--- config.mk ---
export PLATFORM = sky130hd
export DESIGN_NAME = per_line_modem_control_status
export DESIGN_NICKNAME = d
export VERILOG_FILES = /design/src/shared/modem_pkg.sv /design/src/shared/sec_ram_if.sv /design/src/core/sec_ram.sv /design/src/core/scan_tick_gen.sv /design/src/core/per_line_modem_control_status.sv
export VERILOG_INCLUDE_DIRS = /design/src /design/src/shared
export SDC_FILE = /design/constraint.sdc
export NUM_CORES = 2
export LEC_CHECK = 0
export ABC_CLOCK_PERIOD_IN_PS = 6550
export BUFFER_PORTS_ARGS = -buffer_cell sky130_fd_sc_hd__buf_2
export CAP_MARGIN = 40
export CORE_MARGIN = 4
export CORE_UTILIZATION = 44
export DETAILED_ROUTE_END_ITERATION = 8
export PLACE_DENSITY = 0.58
export SLEW_MARGIN = 20
export SYNTH_ARGS = -nofsm -noshare
export SYNTH_HDL_FRONTEND = slang
export SYNTH_MEMORY_MAX_BITS = 65536
export SYNTH_SLANG_ARGS = --single-unit
--- constraint.sdc ---
create_clock -name ref_clk_in -period 6.55 [get_ports ref_clk_in]
set_input_delay 1.31 -clock ref_clk_in [delete_from_list [all_inputs] [get_ports ref_clk_in]]
set_output_delay 1.31 -clock ref_clk_in [all_outputs]
set_load 0.02 [all_outputs]
--- src/shared/modem_defines.svh ---
// Constants for the per-line modem control and status block
`ifndef MODEM_DEFINES_SVH
`define MODEM_DEFINES_SVH

// ****************************************
// Register select codes
// ****************************************
`define SEL_SCAN_CTRL   3'h0
`define SEL_LINE_MODEM  3'h1
`define SEL_SEC_ADDR    3'h2
`define SEL_SEC_SELECT  3'h3
`define SEL_SYS_CTRL    3'h4

// ****************************************
// Scan control register fields
// ****************************************
`define CSR_LINE_LO     0
`define CSR_LINE_HI     3
`define CSR_SCAN_EN     5
`define CSR_DONE        7
`define CSR_STEP        8
`define CSR_MUX_CLR     10
`define CSR_CLR_SCAN    11
`define CSR_TRANS_LO    12
`define CSR_TRANS_HI    15

// ****************************************
// Line modem and system control register fields
// ****************************************
`define LMR_GATE        0
`define LMR_SEIZE       1
`define LMR_SEND_REQ    2
`define LMR_BIT3        3
`define LMR_STAT_LO     4
`define LMR_STAT_HI     7
`define STAT_RING       3
`define SCR_GO          0

// ****************************************
// Reset values and timing
// ****************************************
`define LINE_RST        4'h0
`define STAT_RST        4'h0
`define CLK_PERIOD_NS   100
`define SCAN_STEP_NS    1200
`define SCAN_STEP_CYC   ((`SCAN_STEP_NS + `CLK_PERIOD_NS - 1) / `CLK_PERIOD_NS)

`endif

--- src/shared/modem_pkg.sv ---
// Types shared by the modem control and status block
`default_nettype none
package modem_pkg;
    typedef enum logic [2:0] {
        SCAN_IDLE  = 3'h1,
        SCAN_WAIT  = 3'h2,
        SCAN_CHECK = 3'h4
    } scan_state_type;
    typedef logic [3:0] line_num_type;
    typedef logic [3:0] stat_type;
endpackage : modem_pkg
`default_nettype wire

--- src/shared/sec_ram_if.sv ---
// Port bundle between the register logic and the secondary RAM
`default_nettype none
interface sec_ram_if #(parameter int AW = 8, parameter int DW = 16);
    logic          wr_en;
    logic [AW-1:0] addr;
    logic [DW-1:0] wdata;
    logic [DW-1:0] rdata;
    modport mem  (input wr_en, addr, wdata, output rdata);
    modport user (output wr_en, addr, wdata, input rdata);
endinterface : sec_ram_if
`default_nettype wire

--- src/core/sec_ram.sv ---
// Secondary register RAM with registered read data
`default_nettype none
module sec_ram #(
    parameter int AW = 8,
    parameter int DW = 16
) (
    input wire logic ref_clk_in,
    sec_ram_if.mem   ram
);
    logic [DW-1:0] words [0:(1<<AW)-1];

    // Write port; contents are volatile and not cleared by reset
    always_ff @(posedge ref_clk_in) begin
        if (ram.wr_en) begin
            words[ram.addr] <= ram.wdata;
        end
    end

    // Read data from a register, one cycle after the address
    always_ff @(posedge ref_clk_in) begin
        ram.rdata <= words[ram.addr];
    end
endmodule : sec_ram
`default_nettype wire

--- src/core/scan_tick_gen.sv ---
// Divider giving one scan step pulse per step period
`default_nettype none
module scan_tick_gen #(
    parameter int DIV = 12
) (
    input  wire logic ref_clk_in,
    input  wire logic sys_rst_in,
    input  wire logic run_in,
    output logic      tick_out
);
    localparam int CW = $clog2(DIV + 1);
    logic [CW-1:0] cnt_ff;

    if (DIV < 1) begin : g_chk
        $error("scan_tick_gen: DIV must be at least one");
    end

    // Count restarts whenever the scanner is not waiting
    always_ff @(posedge ref_clk_in) begin
        if (sys_rst_in || !run_in) begin
            cnt_ff   <= '0;
            tick_out <= 1'b0;
        end else if (cnt_ff == CW'(DIV - 1)) begin
            cnt_ff   <= '0;
            tick_out <= 1'b1;
        end else begin
            cnt_ff   <= cnt_ff + CW'(1);
            tick_out <= 1'b0;
        end
    end
endmodule : scan_tick_gen
`default_nettype wire

--- src/core/per_line_modem_control_status.sv ---
// Per-line modem control and status registers with modem scanner
`include "modem_defines.svh"
`default_nettype none
module per_line_modem_control_status
    import modem_pkg::*;
#(
    parameter int NUM_LINES     = 16,
    parameter int REGS_PER_LINE = 16
) (
    input  wire logic        ref_clk_in,
    input  wire logic        sys_rst_in,
    input  wire logic [2:0]  reg_sel_in,
    input  wire logic        reg_wr_in,
    input  wire logic        reg_rd_in,
    input  wire logic [15:0] reg_wdata_in,
    output logic      [15:0] reg_rdata_out,
    input  wire logic [15:0] modem_dsr_in,
    input  wire logic [15:0] modem_reverse_rx_in,
    input  wire logic [15:0] modem_cts_in,
    input  wire logic [15:0] modem_carrier_in,
    input  wire logic [15:0] modem_ring_in,
    input  wire logic [15:0] line_async_in,
    output logic      [15:0] terminal_ready_out,
    output logic      [15:0] send_request_out,
    output logic      [15:0] carrier_resync_out,
    output logic      [15:0] reverse_channel_transmit_out,
    output logic             seq_go_out,
    output logic             scan_done_out
);
    // ****************************************
    // Parameter checks
    // ****************************************
    if (NUM_LINES != 16 || REGS_PER_LINE != 16) begin : g_chk
        $error("line field and RAM address need 16 lines of 16 words");
    end

    localparam int AW = $clog2(NUM_LINES * REGS_PER_LINE);

    // ****************************************
    // Declarations
    // ****************************************
    logic [95:0]          sync1_ff;
    logic [95:0]          sync2_ff;
    logic [15:0]          dsr_s, rrx_s, cts_s, car_s, ring_s, async_s;
    logic [15:0]          gate_ff, seize_ff, send_req_ff, bit3_ff;
    stat_type             stat [0:15];
    stat_type             scan_mem_ff [0:15];
    line_num_type         line_ff;
    logic                 scan_en_ff, done_ff, step_chk_ff, go_ff;
    logic [3:0]           trans_ff;
    logic [AW-1:0]        sec_addr_ff;
    scan_state_type       state_ff, nxt_state;
    logic                 tick;
    logic                 wr_csr, wr_lmr, wr_sar, wr_srs, wr_scr;
    logic                 mux_clr, clr_scan, step;
    logic                 check, changed;
    stat_type             diff;
    stat_type             cur;

    sec_ram_if #(.AW(AW), .DW(16)) ram_bus ();

    // ****************************************
    // Pin synchronisers
    // ****************************************
    // Two flops on every modem pin and mode strap
    always_ff @(posedge ref_clk_in) begin
        if (sys_rst_in) begin
            sync1_ff <= '0;
            sync2_ff <= '0;
        end else begin
            sync1_ff <= {line_async_in, modem_ring_in, modem_carrier_in,
                         modem_cts_in, modem_reverse_rx_in, modem_dsr_in};
            sync2_ff <= sync1_ff;
        end
    end

    assign dsr_s   = sync2_ff[15:0];
    assign rrx_s   = sync2_ff[31:16];
    assign cts_s   = sync2_ff[47:32];
    assign car_s   = sync2_ff[63:48];
    assign ring_s  = sync2_ff[79:64];
    assign async_s = sync2_ff[95:80];

    // ****************************************
    // Gated status per line
    // ****************************************
    // Status appears only while the line's gate is set
    always_comb begin
        for (int i = 0; i < 16; i++) begin
            stat[i] = gate_ff[i] ? {ring_s[i], car_s[i], cts_s[i],
                                    async_s[i] ? rrx_s[i] : dsr_s[i]}
                                 : `STAT_RST;
        end
    end

    // ****************************************
    // Access decode
    // ****************************************
    assign wr_csr   = reg_wr_in && (reg_sel_in == `SEL_SCAN_CTRL);
    assign wr_lmr   = reg_wr_in && (reg_sel_in == `SEL_LINE_MODEM);
    assign wr_sar   = reg_wr_in && (reg_sel_in == `SEL_SEC_ADDR);
    assign wr_srs   = reg_wr_in && (reg_sel_in == `SEL_SEC_SELECT);
    assign wr_scr   = reg_wr_in && (reg_sel_in == `SEL_SYS_CTRL);
    assign mux_clr  = wr_csr && reg_wdata_in[`CSR_MUX_CLR];
    assign clr_scan = wr_csr && reg_wdata_in[`CSR_CLR_SCAN];
    assign step     = wr_csr && reg_wdata_in[`CSR_STEP];

    // ****************************************
    // Per-line modem controls
    // ****************************************
    // Writes land only on the line held in the scan register
    always_ff @(posedge ref_clk_in) begin
        if (sys_rst_in || mux_clr) begin
            gate_ff     <= '0;
            seize_ff    <= '0;
            send_req_ff <= '0;
            bit3_ff     <= '0;
        end else if (wr_lmr) begin
            gate_ff[line_ff]     <= reg_wdata_in[`LMR_GATE];
            seize_ff[line_ff]    <= reg_wdata_in[`LMR_SEIZE];
            send_req_ff[line_ff] <= reg_wdata_in[`LMR_SEND_REQ];
            bit3_ff[line_ff]     <= reg_wdata_in[`LMR_BIT3];
        end
    end

    // Modem control pins, bit 3 steered by the line's mode
    always_ff @(posedge ref_clk_in) begin
        if (sys_rst_in) begin
            terminal_ready_out           <= '0;
            send_request_out             <= '0;
            carrier_resync_out           <= '0;
            reverse_channel_transmit_out <= '0;
        end else begin
            terminal_ready_out           <= seize_ff;
            send_request_out             <= send_req_ff;
            carrier_resync_out           <= bit3_ff & ~async_s;
            reverse_channel_transmit_out <= bit3_ff & async_s;
        end
    end

    // ****************************************
    // Scanner
    // ****************************************
    // Compare the current line against its remembered status
    assign check   = (state_ff == SCAN_CHECK) || step_chk_ff;
    assign cur     = stat[line_ff];
    assign diff    = (cur ^ scan_mem_ff[line_ff]) &
                     {cur[`STAT_RING], 3'h7};           // Ring counts rising only
    assign changed = check && (diff != `STAT_RST);

    // Scan sequencing; stops while done is set
    always_comb begin
        case (state_ff)
            SCAN_IDLE:  nxt_state = (scan_en_ff && !done_ff) ? SCAN_WAIT : SCAN_IDLE;
            SCAN_WAIT:  nxt_state = (!scan_en_ff || done_ff) ? SCAN_IDLE :
                                    (tick ? SCAN_CHECK : SCAN_WAIT);
            SCAN_CHECK: nxt_state = SCAN_IDLE;
            default:    nxt_state = SCAN_IDLE;
        endcase
    end

    always_ff @(posedge ref_clk_in) begin
        if (sys_rst_in || clr_scan) begin
            state_ff <= SCAN_IDLE;
        end else begin
            state_ff <= nxt_state;
        end
    end

    scan_tick_gen #(.DIV(`SCAN_STEP_CYC)) u_tick (
        .ref_clk_in (ref_clk_in),
        .sys_rst_in (sys_rst_in),
        .run_in     (state_ff == SCAN_WAIT),
        .tick_out   (tick)
    );

    // A step checks the newly selected line one cycle later
    always_ff @(posedge ref_clk_in) begin
        if (sys_rst_in || clr_scan) begin
            step_chk_ff <= 1'b0;
        end else begin
            step_chk_ff <= step;
        end
    end

    // Remembered status per line, wiped by a scan clear
    always_ff @(posedge ref_clk_in) begin
        if (sys_rst_in || clr_scan) begin
            for (int i = 0; i < 16; i++) begin
                scan_mem_ff[i] <= `STAT_RST;
            end
        end else if (check) begin
            scan_mem_ff[line_ff] <= cur;
        end
    end

    // Line number: loaded by a write without step, else advanced by a step or by a scan that finds no change
    always_ff @(posedge ref_clk_in) begin
        if (sys_rst_in || clr_scan) begin
            line_ff <= `LINE_RST;
        end else if (wr_csr && !step) begin
            line_ff <= reg_wdata_in[`CSR_LINE_HI:`CSR_LINE_LO];
        end else if (step) begin
            line_ff <= line_ff + 4'h1;
        end else if (state_ff == SCAN_CHECK && !changed) begin
            line_ff <= line_ff + 4'h1;
        end
    end

    // Done flag and transitions; a change beats a clearing write
    always_ff @(posedge ref_clk_in) begin
        if (sys_rst_in || clr_scan) begin
            done_ff  <= 1'b0;
            trans_ff <= `STAT_RST;
        end else if (changed) begin
            done_ff  <= 1'b1;
            trans_ff <= diff;
        end else if (wr_csr) begin
            done_ff  <= reg_wdata_in[`CSR_DONE];
        end
    end

    always_ff @(posedge ref_clk_in) begin
        if (sys_rst_in || clr_scan) begin
            scan_en_ff <= 1'b0;
        end else if (wr_csr) begin
            scan_en_ff <= reg_wdata_in[`CSR_SCAN_EN];
        end
    end

    always_ff @(posedge ref_clk_in) begin
        if (sys_rst_in) begin
            scan_done_out <= 1'b0;
        end else begin
            scan_done_out <= done_ff;
        end
    end

    // ****************************************
    // Secondary RAM and system control
    // ****************************************
    // RAM is reached only through address and select registers
    always_ff @(posedge ref_clk_in) begin
        if (sys_rst_in) begin
            sec_addr_ff <= '0;
        end else if (wr_sar) begin
            sec_addr_ff <= reg_wdata_in[AW-1:0];
        end
    end

    assign ram_bus.wr_en = wr_srs;
    assign ram_bus.addr  = sec_addr_ff;
    assign ram_bus.wdata = reg_wdata_in;

    sec_ram #(.AW(AW), .DW(16)) u_ram (
        .ref_clk_in (ref_clk_in),
        .ram        (ram_bus.mem)
    );

    // Sequencer go bit; RAM setup before it is software's job
    always_ff @(posedge ref_clk_in) begin
        if (sys_rst_in) begin
            go_ff      <= 1'b0;
            seq_go_out <= 1'b0;
        end else begin
            if (wr_scr) begin
                go_ff <= reg_wdata_in[`SCR_GO];
            end
            seq_go_out <= go_ff;
        end
    end

    // ****************************************
    // Read data
    // ****************************************
    // Read data registered; unmapped selects read zero
    always_ff @(posedge ref_clk_in) begin
        if (sys_rst_in) begin
            reg_rdata_out <= '0;
        end else if (reg_rd_in) begin
            case (reg_sel_in)
                `SEL_SCAN_CTRL:  reg_rdata_out <= {trans_ff, 4'h0, done_ff, 1'b0,
                                                   scan_en_ff, 1'b0, line_ff};
                `SEL_LINE_MODEM: reg_rdata_out <= {8'h00, cur,
                                                   bit3_ff[line_ff],
                                                   send_req_ff[line_ff],
                                                   seize_ff[line_ff],
                                                   gate_ff[line_ff]};
                `SEL_SEC_ADDR:   reg_rdata_out <= 16'(sec_addr_ff);
                `SEL_SEC_SELECT: reg_rdata_out <= ram_bus.rdata;
                `SEL_SYS_CTRL:   reg_rdata_out <= {15'h0000, go_ff};
                default:         reg_rdata_out <= 16'h0000;
            endcase
        end
    end
endmodule : per_line_modem_control_status
`default_nettype wire

==> impl_metrics.yaml <==
route:
  num_vias: 82873
  routed_via_density: 5.891
  firstDrtPassIters: 7
  routed_wl_um: 453400
  ant_nets: 0
  wl_per_cell_um: 32.23
  drtIter0Drc: 10362
  drcViolationCount: 0
die:
  start_util: 0.4427
  dieHeight_um: 634.2
  io_pins: 201
  die_w_um: 634.2
  die_area_um2: 402200
  fp-row-count: 229
  core_area_um2: 389700
outcome:
  outcome: "complete, no violations"
clock_network:
  postCtsHoldBufs: 0
  cts_tree: "built"
  numCtsBuffers: 460
  cts.sinks: 4546
  clk_pin_slew_worst_paths_ns: 0.06
  post_cts_buffers: 0
  cts_htree_levels: 5
  insertion_delay_ns: 0.98
  clock-root-buffer: "clkbuf_16"
  clockBufferDepth: 4
  post_cts_resized: 0
sta:
  fin_crit_sh: 0.6943
  slew_violations: 0
  slew_headroom: 0.2331
  fmax_mhz: 219.9
  period_minus_slack_ns: 4.548
  hold_viol: 0
  finalClockSkew_ns: 0.05172
  whs_ns: 0.4262
  setup_viol: 0
  rsz0062_at_grt: "no"
  worstMarginPinSlew_ns: 1.150
  finalSetupTns_ns: 0
  fin_ws_ns: 2.002
yosys:
  synth_top_area_frac: 0.7241
  avgSynthCellArea_um2: 22.13
  yosys.area.top_type: "edfxtp_1"
  ys_ff_latch: 4546
  synthArstFlopShare: 0
  synth_seq_area_share: 0.7689
  synth_ff_type: "edfxtp_1"
  synth_nets: 7921
  ys_types: 62
  synth_edf_count: 4160
  synth_area_leaders: "edfxtp_1 72%, mux4_2 18%, dfxtp_1 4.5%"
  yosys_warnings: 0
  netlist_instances: 7797
  syn_area_um2: 172500
global_route:
  grt_pass1_wl_um: 641300
  antenna_found_initial: 25
  grt_pass1_vias: 83201
  grt_start_max_net_pins: 170
  grt_usage: 0.2237
  overflow: 0
power:
  p_per_area_nw_per_um2: 299.4
  p_int_mw: 47.53
  combPwrFrac: 0.027
  swShare: 0.2036
  power.switching_mw: 12.15
  p_clk_frac: 0.440
  p_seq_frac: 0.533
  vdd_drop_max_mv: 0.2380
  power_mw: 59.68
  p_leak_nw: 60.79
layout:
  drive_above_1_share: 0.3384
  final_common_cell: "edfxtp_1"
  nets: 8590
  fin_area_um2: 199300
  area_growth_pct: 15.54
  final_cell_mix: "4160 x edfxtp_1, 1341 x mux4_2, 472 x clkbuf_16, 378 x dfxtp_1, 278 x nor2b_1"
job:
  drv_cap: 0
critical_path:
  end_kind: "register"
  critical_path.max_fanout: 31
  critPathRequiredTime_ns: 7.39
  start_kind: "register"
  reg2reg_depth: 7
  critPathKind: "register to register"
  cp_data_arrival_time_ns: 5.39
placed_design:
  place_area_um2: 183600
  dp_hpwl_um: 280500
  io_buffers: 200
  gp_congestion: 0.8418
  pre_cts_slack_ns: 1.426
worst_hold_path:
  min_path_cells: 1
  hold_path.class: "register to register"
-- through the flow --
step	instances	util
finish	14068	0.5115
global route	14058	0.5114
CTS	14028	0.5102
detailed placement	13172	0.4712
global placement	13043	0.4667
floorplan	7797	-
-- flip-flops by register name (all words and copies together), names as in the netlist, 8 cells and up, named ones only --
| signal | flops |
|---|---|
| gate_ff | 16 |
| bit3_ff | 16 |
| scan_mem_ff | 64 |
| send_req_ff | 16 |
| reg_rdata_out | 16 |
| send_request_out | 16 |
| seize_ff | 16 |
| reverse_channel_transmit_out | 16 |
| carrier_resync_out | 16 |
| terminal_ready_out | 16 |
| u_ram.ram.rdata | 16 |
| ram_bus.addr | 8 |
| u_ram.words | 4096 |
| sync2_ff | 96 |
| sync1_ff | 96 |
-- per-layer routing --
layer	track usage	wire length (um)	up-vias	share of wire
met5	0	11	-	0.000024
met4	0.05500	12010	2	0.026
met3	0.04087	36460	574	0.080
met2	0.3548	217900	3552	0.48
met1	0.3241	187000	44938	0.41
li1	-	-	33807	-
-- power by group through the flow --
| stage | registers (mW) | clock network, mW | logic [mW] |
|---|---|---|---|
| after CTS | 31.8 | 26.7 | 1.63 |
| final | 31.8 | 26.3 | 1.61 |
| after global placement | 32.4 | 0 | 1.57 |
| after floorplan | 32.4 | 0 | 0.687 |
| after global routing | 31.8 | 28.0 | 1.71 |
| after detailed placement | 32.4 | 0 | 1.62 |
-- kinds of logic (layout without fill, tap and decap cells) --
family,count (synthesis),count (layout),share of synthesized area
compound gates,219,219,0.007949
xor+xnor,5,5,0.0002974
fa+ha+maj,5,5,0.0003626
buf+inv,480,1543,0.01193
flops,4546,4546,0.7689
mux,1389,1389,0.1780
other cells,0,11,0
simple gates,1153,1153,0.03259
-- critical path, cell delays in order (launching register included) --
cell and delay [ns]:
dfxtp_4 0.84, buf_4 0.64, buf_4 0.38, mux4_2 0.54
mux4_2 0.66, a31oi_1 0.27, nand4_1 0.48, a211o_1 0.50
-- final cells by class --
class	instances	area, um2
antenna	11	27.53
clock buffer	575	12480
clock inverter	281	2746
fill	30282	190400
inverter	16	60.06
multi-input combinational	2771	38540
sequential	4546	132700
tap	5197	6502
timing repair buffer	671	6289
-- path summary, 6_finish.rpt --
check,startpoint,to,slack [ns]
min,sync1_ff[11],sync2_ff[11],0.43
max,ram_bus.addr[0],u_ram.ram.rdata[6],2.00
max reg2reg,ram_bus.addr[0],u_ram.ram.rdata[6],2.00
min reg2reg,sync1_ff[11],sync2_ff[11],0.43
-- synth_stat cells, drive strengths merged, types with 3 or more instances --
master	n
edfxtp	4160
mux4	1341
dfxtp	386
nor2	375
nor2b	284
clkbuf	251
buf	213
nand2	208
nand3	163
a21oi	107
mux2i	35
nand4	22
o21ai	22
nor3b	19
nand2b	17
and3b	16
inv	16
o211ai	16
a22oi	14
a31oi	13
mux2	13
and2	12
nor4	12
a32o	7
and3	7
nor3	7
a22o	6
o221ai	6
a211oi	5
ha	5
or3	4
a2111oi	3
xnor2	3
(Power assumes the default switching activity.)
